**src/hw/epml_pkg.sv**
```systemverilog
/*
  Constants for the execution priority mask logic: register offsets, field
  positions, reset values and the signed priority encoding.
  Assumes a 10-bit two's complement priority, where a lower number wins.
*/
package epml_pkg;

  localparam int          PRIO_W        = 10;
  typedef logic signed [PRIO_W-1:0] epml_prio_t;

  // Priority levels used by the boosts
  localparam epml_prio_t  PRIO_NEG3     = -10'sd3;
  localparam epml_prio_t  PRIO_NEG1     = -10'sd1;
  localparam epml_prio_t  PRIO_ZERO     = 10'sh000;
  localparam epml_prio_t  PRIO_HALF     = 10'sh080;
  localparam epml_prio_t  PRIO_IDLE     = 10'sh100;

  // Implemented upper bits of the threshold field; low bits read zero
  localparam logic [7:0]  THR_IMPL_MASK = 8'he0;
  localparam logic [7:0]  THR_HALF_BIT  = 8'h80;

  // Register byte offsets
  localparam logic [7:0]  OFS_FEM_S     = 8'h00;
  localparam logic [7:0]  OFS_FEM_NS    = 8'h04;
  localparam logic [7:0]  OFS_BPT_S     = 8'h08;
  localparam logic [7:0]  OFS_BPT_NS    = 8'h0c;
  localparam logic [7:0]  OFS_CFG       = 8'h10;
  localparam logic [7:0]  OFS_STAT      = 8'h14;

  // Configuration and fault escalation mask register fields
  localparam int          CFG_SEC_EXT   = 0;
  localparam int          CFG_NS_FAULT  = 1;
  localparam int          CFG_SEC_PRIO  = 2;
  localparam int          FEM_BIT       = 0;

  // Status register fields
  localparam int          STAT_FAULT_ON = 16;
  localparam int          STAT_BASE_ON  = 17;

  // Reset values
  localparam logic        FEM_RST       = 1'b0;
  localparam logic [7:0]  BPT_RST       = 8'h00;
  localparam logic [2:0]  CFG_RST       = 3'h0;

  // AHB transfer type bit that marks NONSEQ or SEQ
  localparam int          HTRANS_ACT    = 1;

  // Numerically lower of two priorities, the higher in urgency
  function automatic epml_prio_t prio_min(input epml_prio_t a, input epml_prio_t b);
    prio_min = (a < b) ? a : b;
  endfunction : prio_min

endpackage : epml_pkg

```
**src/hw/epml_boost_calc.sv**
```systemverilog
/*
  Works out the boosted levels of the fault escalation mask and of the base
  priority threshold from the mask copies and the two system controls.
  Assumes all inputs come from flip-flops in the same clock domain.
*/
`timescale 1ns/100ps
module epml_boost_calc (
  // Configuration
  input  wire logic                sec_ext_en,
  input  wire logic                nonsecure_fault_targeting_control,
  input  wire logic                secure_prioritization_control,
  // Mask copies
  input  wire logic                secure_fault_escalation_copy,
  input  wire logic                nonsecure_fault_escalation_copy,
  input  wire logic [7:0]          base_priority_threshold,
  input  wire logic [7:0]          nonsecure_base_threshold_copy,
  // Results
  output logic                     fault_boost_on,
  output epml_pkg::epml_prio_t     fault_boost_prio,
  output logic                     base_boost_on,
  output epml_pkg::epml_prio_t     base_boost_prio
);

  epml_pkg::epml_prio_t s_lvl;
  epml_pkg::epml_prio_t ns_lvl;
  epml_pkg::epml_prio_t bs_lvl;
  epml_pkg::epml_prio_t bns_lvl;
  logic [7:0]           ns_mapped;

  always_comb begin
    s_lvl  = epml_pkg::PRIO_IDLE;
    ns_lvl = epml_pkg::PRIO_IDLE;
    if (!sec_ext_en) begin
      if (secure_fault_escalation_copy) begin
        s_lvl = epml_pkg::PRIO_NEG1;                               // RULE_01
      end
    end else if (!nonsecure_fault_targeting_control) begin
      if (secure_fault_escalation_copy) begin
        s_lvl = epml_pkg::PRIO_NEG1;                               // RULE_02
      end
      if (nonsecure_fault_escalation_copy) begin
        ns_lvl = secure_prioritization_control ? epml_pkg::PRIO_HALF // RULE_04
                                               : epml_pkg::PRIO_ZERO; // RULE_03
      end
    end else begin
      if (secure_fault_escalation_copy) begin
        s_lvl = epml_pkg::PRIO_NEG3;                               // RULE_05
      end
      if (nonsecure_fault_escalation_copy) begin
        ns_lvl = epml_pkg::PRIO_NEG1;                              // RULE_05
      end
    end
    fault_boost_prio = epml_pkg::prio_min(s_lvl, ns_lvl);
    fault_boost_on   = (fault_boost_prio != epml_pkg::PRIO_IDLE);
  end

  // Nonsecure threshold lands in the bottom half of the range
  assign ns_mapped = (nonsecure_base_threshold_copy >> 1) | epml_pkg::THR_HALF_BIT; // RULE_08

  always_comb begin
    bs_lvl  = epml_pkg::PRIO_IDLE;
    bns_lvl = epml_pkg::PRIO_IDLE;
    if (base_priority_threshold != 8'h00) begin                   // RULE_10
      bs_lvl = epml_pkg::epml_prio_t'({2'b00, base_priority_threshold}); // RULE_07
    end
    if (sec_ext_en && nonsecure_base_threshold_copy != 8'h00) begin // RULE_10
      bns_lvl = epml_pkg::epml_prio_t'({2'b00, ns_mapped});        // RULE_08
    end
    base_boost_prio = epml_pkg::prio_min(bs_lvl, bns_lvl);
    base_boost_on   = (base_boost_prio != epml_pkg::PRIO_IDLE);
  end

endmodule : epml_boost_calc

```
**src/hw/epml_top.sv**
```systemverilog
/*
  Execution priority mask logic: fault escalation mask copies, base priority
  threshold copies and system controls behind an AHB-Lite slave; forms the
  current execution priority and masks candidate exceptions.
  Assumes one clock, a single slave on the bus, and priorities given as
  10-bit two's complement numbers where lower means more urgent.
*/
// Implementation choices: register access over AHB-Lite and the placing of the registers.
// Summary of operation
// RULE_01 - Without security, one mask bit boosts to -1
// RULE_02 - Targeting zero: secure copy boosts to -1
// RULE_03 - Targeting zero, prioritization zero: nonsecure to 0x0
// RULE_04 - Targeting zero, prioritization one: nonsecure to 0x80
// RULE_05 - Targeting one: secure to -3, nonsecure -1
// RULE_06 - Fault boost masks lower or equal priorities
// RULE_07 - Threshold in bits 7:0, upper bits read zero
// RULE_08 - Nonsecure threshold mapped into bottom half
// RULE_09 - Threshold masks only strictly lower priorities
// RULE_10 - Threshold of zero disables base boosting
// RULE_11 - Unimplemented low threshold bits read zero
// RULE_12 - Higher numbers mean lower exception priority
// RULE_13 - Execution priority is lowest of all boosts
`timescale 1ns/100ps
module epml_top (
  // Clock and reset
  input  wire logic                clk,
  input  wire logic                sys_rst,
  // AHB-Lite slave
  input  wire logic                hsel,
  input  wire logic [31:0]         haddr,
  input  wire logic [1:0]          htrans,
  input  wire logic                hwrite,
  input  wire logic [2:0]          hsize,
  input  wire logic [31:0]         hwdata,
  input  wire logic                hready,
  output logic                     hreadyout,
  output logic                     hresp,
  output logic [31:0]              hrdata,
  // Exception arbitration
  input  wire logic                active_exc_valid,
  input  wire epml_pkg::epml_prio_t active_exc_prio,
  input  wire epml_pkg::epml_prio_t cand_exc_prio,
  output logic                     cand_exc_masked,
  output epml_pkg::epml_prio_t     cur_exec_prio
);

  // Mask registers and controls
  logic                 fem_s_ff;
  logic                 fem_ns_ff;
  logic [7:0]           bpt_s_ff;
  logic [7:0]           bpt_ns_ff;
  logic [2:0]           cfg_ff;

  // Bus data phase state
  logic                 wr_pend_ff;
  logic                 rd_pend_ff;
  logic                 rd_wait_ff;
  logic [7:0]           addr_ff;
  logic [31:0]          hrdata_ff;
  logic                 addr_take;

  // Priority results
  logic                 fault_on;
  epml_pkg::epml_prio_t fault_prio;
  logic                 base_on;
  epml_pkg::epml_prio_t base_prio;
  epml_pkg::epml_prio_t exc_prio;
  epml_pkg::epml_prio_t nxt_cur_prio;
  epml_pkg::epml_prio_t cur_prio_ff;
  logic                 nxt_masked;
  logic                 masked_ff;
  logic [31:0]          rd_mux;

  epml_boost_calc u_boost (
    .sec_ext_en                        (cfg_ff[epml_pkg::CFG_SEC_EXT]),
    .nonsecure_fault_targeting_control (cfg_ff[epml_pkg::CFG_NS_FAULT]),
    .secure_prioritization_control     (cfg_ff[epml_pkg::CFG_SEC_PRIO]),
    .secure_fault_escalation_copy      (fem_s_ff),
    .nonsecure_fault_escalation_copy   (fem_ns_ff),
    .base_priority_threshold           (bpt_s_ff),
    .nonsecure_base_threshold_copy     (bpt_ns_ff),
    .fault_boost_on                    (fault_on),
    .fault_boost_prio                  (fault_prio),
    .base_boost_on                     (base_on),
    .base_boost_prio                   (base_prio)
  );

  // Address phase accepted
  assign addr_take = hsel & htrans[epml_pkg::HTRANS_ACT] & hready;

  always_ff @(posedge clk or posedge sys_rst) begin
    if (sys_rst) begin
      wr_pend_ff <= 1'b0;
      rd_pend_ff <= 1'b0;
      addr_ff    <= 8'h00;
    end else if (hready) begin
      wr_pend_ff <= addr_take & hwrite;
      rd_pend_ff <= addr_take & ~hwrite;
      if (addr_take) begin
        addr_ff <= haddr[7:0];
      end
    end
  end

  // Reads take one wait state so that the read data can be registered in hrdata_ff
  always_ff @(posedge clk or posedge sys_rst) begin
    if (sys_rst) begin
      rd_wait_ff <= 1'b0;
    end else begin
      rd_wait_ff <= rd_pend_ff & ~rd_wait_ff;
    end
  end

  assign hreadyout = ~(rd_pend_ff & ~rd_wait_ff);
  assign hresp     = 1'b0;

  // Register writes in the data phase
  always_ff @(posedge clk or posedge sys_rst) begin
    if (sys_rst) begin
      fem_s_ff  <= epml_pkg::FEM_RST;
      fem_ns_ff <= epml_pkg::FEM_RST;
      bpt_s_ff  <= epml_pkg::BPT_RST;
      bpt_ns_ff <= epml_pkg::BPT_RST;
      cfg_ff    <= epml_pkg::CFG_RST;
    end else if (wr_pend_ff) begin
      if (addr_ff == epml_pkg::OFS_FEM_S) begin
        fem_s_ff <= hwdata[epml_pkg::FEM_BIT];                   // RULE_01
      end else if (addr_ff == epml_pkg::OFS_FEM_NS) begin
        fem_ns_ff <= hwdata[epml_pkg::FEM_BIT];
      end else if (addr_ff == epml_pkg::OFS_BPT_S) begin
        bpt_s_ff <= hwdata[7:0] & epml_pkg::THR_IMPL_MASK;      // RULE_11
      end else if (addr_ff == epml_pkg::OFS_BPT_NS) begin
        bpt_ns_ff <= hwdata[7:0] & epml_pkg::THR_IMPL_MASK;     // RULE_11
      end else if (addr_ff == epml_pkg::OFS_CFG) begin
        cfg_ff <= hwdata[2:0];
      end
    end
  end

  // Read multiplexer; reserved bits and unmapped offsets read zero
  always_comb begin
    rd_mux = 32'h0000_0000;
    if (addr_ff == epml_pkg::OFS_FEM_S) begin
      rd_mux[epml_pkg::FEM_BIT] = fem_s_ff;
    end else if (addr_ff == epml_pkg::OFS_FEM_NS) begin
      rd_mux[epml_pkg::FEM_BIT] = fem_ns_ff;
    end else if (addr_ff == epml_pkg::OFS_BPT_S) begin
      rd_mux[7:0] = bpt_s_ff;                                    // RULE_07
    end else if (addr_ff == epml_pkg::OFS_BPT_NS) begin
      rd_mux[7:0] = bpt_ns_ff;                                   // RULE_07
    end else if (addr_ff == epml_pkg::OFS_CFG) begin
      rd_mux[2:0] = cfg_ff;
    end else if (addr_ff == epml_pkg::OFS_STAT) begin
      rd_mux[epml_pkg::PRIO_W-1:0]     = cur_prio_ff;
      rd_mux[epml_pkg::STAT_FAULT_ON] = fault_on;
      rd_mux[epml_pkg::STAT_BASE_ON]  = base_on;
    end
  end

  always_ff @(posedge clk or posedge sys_rst) begin
    if (sys_rst) begin
      hrdata_ff <= 32'h0000_0000;
    end else if (rd_pend_ff & ~rd_wait_ff) begin
      hrdata_ff <= rd_mux;
    end
  end

  assign hrdata = hrdata_ff;

  // Current execution priority and candidate masking
  always_comb begin
    exc_prio     = active_exc_valid ? active_exc_prio : epml_pkg::PRIO_IDLE;
    nxt_cur_prio = epml_pkg::prio_min(exc_prio,
                   epml_pkg::prio_min(fault_prio, base_prio));   // RULE_13
    nxt_masked   = 1'b0;
    if (fault_on && cand_exc_prio >= fault_prio) begin          // RULE_06
      nxt_masked = 1'b1;
    end
    if (base_on && cand_exc_prio > base_prio) begin             // RULE_09
      nxt_masked = 1'b1;
    end
    if (active_exc_valid && cand_exc_prio >= active_exc_prio) begin // RULE_12
      nxt_masked = 1'b1;
    end
  end

  always_ff @(posedge clk or posedge sys_rst) begin
    if (sys_rst) begin
      cur_prio_ff <= epml_pkg::PRIO_IDLE;
      masked_ff   <= 1'b0;
    end else begin
      cur_prio_ff <= nxt_cur_prio;
      masked_ff   <= nxt_masked;
    end
  end

  assign cur_exec_prio   = cur_prio_ff;
  assign cand_exc_masked = masked_ff;

endmodule : epml_top

```
**config.mk**
```make
export PLATFORM = sky130hd
export DESIGN_NAME = epml_top
export DESIGN_NICKNAME = d
export VERILOG_FILES = /design/src/hw/epml_pkg.sv /design/src/hw/epml_boost_calc.sv /design/src/hw/epml_top.sv
export SDC_FILE = /design/constraint.sdc
export NUM_CORES = 1
export LEC_CHECK = 0
export ABC_AREA = 1
export BUFFER_PORTS_ARGS = -buffer_cell sky130_fd_sc_hd__buf_2
export CORE_AREA = 2 2 85 87
export DETAILED_ROUTE_END_ITERATION = 6
export DIE_AREA = 0 0 87 89
export PLACE_DENSITY = 0.83
export SYNTH_ARGS = -nofsm -noshare
export SYNTH_HDL_FRONTEND = slang
export SYNTH_SLANG_ARGS = --single-unit
```
**constraint.sdc**
```tcl
create_clock -name clk -period 6.8 [get_ports clk]
set_input_delay 1.02 -clock clk [delete_from_list [all_inputs] [get_ports clk]]
set_output_delay 1.02 -clock clk [all_outputs]
set_load 0.005 [all_outputs]
```
==> metrics.md <==
| Metric | Value |
|---|---|
| Area grow syn2layout | `11.9%` |
| DIE AREA | `7740 µm²` |
| Detailed Place HPWL | `6.55 mm` |
| Vias in the first global route | `3163` |
| Layout Nets | `677` |
| Setup Skew | `about 0.01 ns` |
| Yosys top cell area share | `30.6%` |
| Post-synth top flop | `dfrtp_1` |
| Synth Instances | `roughly 470` |
| Max-cap violations | `0` |
| CP Launch Point | `cfg_ff[0]` |
| Final slew viol count | `0` |
| Synth Area in Simple Gates | `25.2%` |
| Drt via density | `5.21` |
| Setup violators final | `0` |
| Setup TNS | `0 ns` |
| GPL Wtd Cong | `0.914` |
| Post-CTS resize count | `0` |
| Critical-path maximum fanout | `9` |
| Slowest-stage cell, CP | `dfrtp_1` |
| Clk slew on worst S/H paths | `0.08 ns` |
| Core area | `6720 µm²` |
| Root Buffer Master | `clkbuf_8` |
| Seq/Total Area, Yosys | `around a third` |
| Main combinational cell family by area after synthesis | `simple AND/OR/NAND/NOR gates` |
| Crit-path most repeated cell | `nand2_1` |
| Clock buffer depth | `2` |
| DR WL/cell | `roughly 13 µm` |
| Worst path required time | `approximately 7 ns` |
| Drt initial violations | `around 210` |
| Run status | `completed` |
| Mean post-synth cell area | `7.63 µm²` |
| Warnings, synthesis | `0` |
| Die Y-Extent | `89 µm` |
| Worst setup slack after layout | `approximately 1.6 ns` |
| Port bufs | `64` |
| Unrepaired setup endpoints after global routing | `no` |
| GRT Total Usage | `21.8%` |
| Number of synthesized flops with an enable pin | `0` |
| DR vias | `3207` |
| Tmin final | `5.24 ns` |
| Post-CTS Setup Bufs | `0` |
| Post-synth top cells | `nand2_1 (101), inv_1 (73), ha_1 (48), dfrtp_1 (44), nand3_1 (32)` |
| Max_slew headroom | `64.2%` |
| Worst-Skew Late Latency | `0.30 ns` |
| Final Cycle Share | `77.1%` |
| Ys async rst share | `100%` |
| Hold Buf Count CTS | `0` |
| Arr. time, crit path | `5.43 ns` |
| Largest net degree at the start of global routing | `46` |
| Sink Count | `45` |
| Post-synthesis compound-gate area fraction | `between 10 and 15%` |
| DRC | `0` |
| Max Clk Rate | `between 150 and 200 MHz` |
| First-pass DRT Iterations | `4` |
| Type of the most critical hold path | `flip-flop to flip-flop` |
| Core Rows | `30` |
| Max VDD drop | `about 0.075 mV` |
| Ratio of cells with drive above 1 in the final layout | `18.7%` |
| Die width | `87 µm` |
| Static leakage | `0.00237 µW` |
| ANT nets after route | `0` |
| Flops & latches, synth | `45` |
| Power per cell area | `roughly 170 nW/µm²` |
| Crit start category | `flip-flop` |
| Largest area contributor in the netlist | `dfrtp_1` |
| Total CTS buffers | `5` |
| Slew of the pin with the lowest slew margin | `0.538 ns` |
| Starting Density | `53.5%` |
| Synthesized area | `~3600 µm²` |
| Cell with the most instances after synthesis | `nand2_1` |
| H-tree Lvls | `2` |
| Max stage delay on crit path | `0.53 ns` |
| Routed wire length | `7.86 mm` |
| Main area contributors after synthesis | `dfrtp_1 (31%), ha_1 (17%), nand2_1 (11%)` |
| I/O pin count | `between 100 and 150` |
| # diodes | `0` |
| Hold_sp | `rd_wait_ff` |
| Crit. End Element | `flip-flop` |
| CTS tree | `built` |
| Worst r2r src | `cfg_ff[0]` |
| Synthesized-area fraction occupied by adder cells | `16.7%` |
| Crit path kind | `flip-flop to flip-flop` |
| Distinct cells, synth | `37` |
| Grt ovf | `0` |
| Global-route wire length before repair | `13.4 mm` |
| Setup WS pre-CTS | `1.69 ns` |
| XOR/XNOR share of the synthesized area | `0%` |
| Initial antenna violation count | `0` |
| Mux contribution to synthesized area | `1.88%` |
| Hold Violations, Final | `0` |
stage by stage:
| stage | cells | power, µW | hold slack [ns] | cell area (µm²) | util [%] |
|---|---|---|---|---|---|
| 6_report | 615 | 675 | 0.467 | 4020 | 59.9 |
| 5_1_grt | 615 | 718 | 0.500 | 4020 | 59.9 |
| 3_5_place_dp | 607 | 473 | 0.458 | 3910 | 58.1 |
| 4_1_cts | 615 | 676 | 0.470 | 4020 | 59.9 |
| 3_3_place_gp | 607 | 464 | 0.449 | 3910 | 58.1 |
| 2_1_floorplan | 491 | 428 | 0.430 | 3670 | - |
cells in the final DEF, fill, tap and decap left out, drive strengths merged:
cell type  instances
clkbuf             7
o221ai             1
a211oi             1
buf               65
a41oi              1
nand3             39
conb              21
dfrtp             44
inv               76
nor2              30
nand4              7
a31oi              1
bufinv             1
o21a               1
clkinv             1
ha                48
a221oi             2
mux2               6
nand2            110
o22ai              2
o31ai              1
a21oi             22
o21ai             27
a22o               4
nor4               3
o211ai             2
o311ai             1
o2111ai            2
dfstp              1
nor3               8
sequential cells by signal, indices dropped and copies added, names as in the netlist:
register and cells:
hrdata 12, bpt_s_ff 3, cand_exc_masked 1, rd_wait_ff 1, wr_pend_ff 1, cfg_ff 3
cur_exec_prio 10, addr_ff 8, fem_ns_ff 1, fem_s_ff 1, rd_pend_ff 1, bpt_ns_ff 3
cell type report:
type                       count  area (µm²)
clock buffer                   7        86.3
clock inverter                 1        30.0
fill                         584        2700
inverter                      77         289
multi-input combinational    340        2060
sequential                    45        1130
tap                           80         100
timing repair buffer          65         328
per-layer routing:
layer  vias up  global-route usage, %  wire (µm)
met4         0                   8.24        121
met5         -                      0          0
met3         8                   2.86        376
met1      1486                   27.1       3570
li1       1630                      -          -
met2        83                   38.6       3790
critical path: cells and delay by family (launching register included):
kind | cells | cell delay (ns)
flip-flops | 1 | 0.53
adder cells (fa/ha/maj) | 4 | 1.35
AND/OR/NAND/NOR | 13 | 1.46
AO/OA/AOI/OAI | 6 | 1.30
buffers and inverters | 5 | 0.47
path summary, 6_finish.rpt:
check	end	slack, ns	depth (start not counted)
setup / recovery	cur_exec_prio[2]	1.56	28
hold / removal	rd_wait_ff	0.47	1
setup reg to reg	cur_exec_prio[2]	1.56	28
hold reg to reg	rd_wait_ff	0.47	1
max in group asynchronous	cur_exec_prio[8]	5.59	3
min in group asynchronous	hrdata[4]	0.83	3
power breakdown:
part,switching (µW),internal (µW)
logic,105,62.4
clock network,86.0,120
registers,14.9,288
total,206,470
cell families (layout without fill, tap and decap cells):
group	Yosys count	in the layout
AO/OA/AOI/OAI	68	68
adder cells (fa/ha/maj)	48	48
AND/OR/NAND/NOR	197	197
buffers and inverters	106	150
flip-flops	45	45
other	1	21
multiplexers	6	6
(Power assumes the default switching activity.)
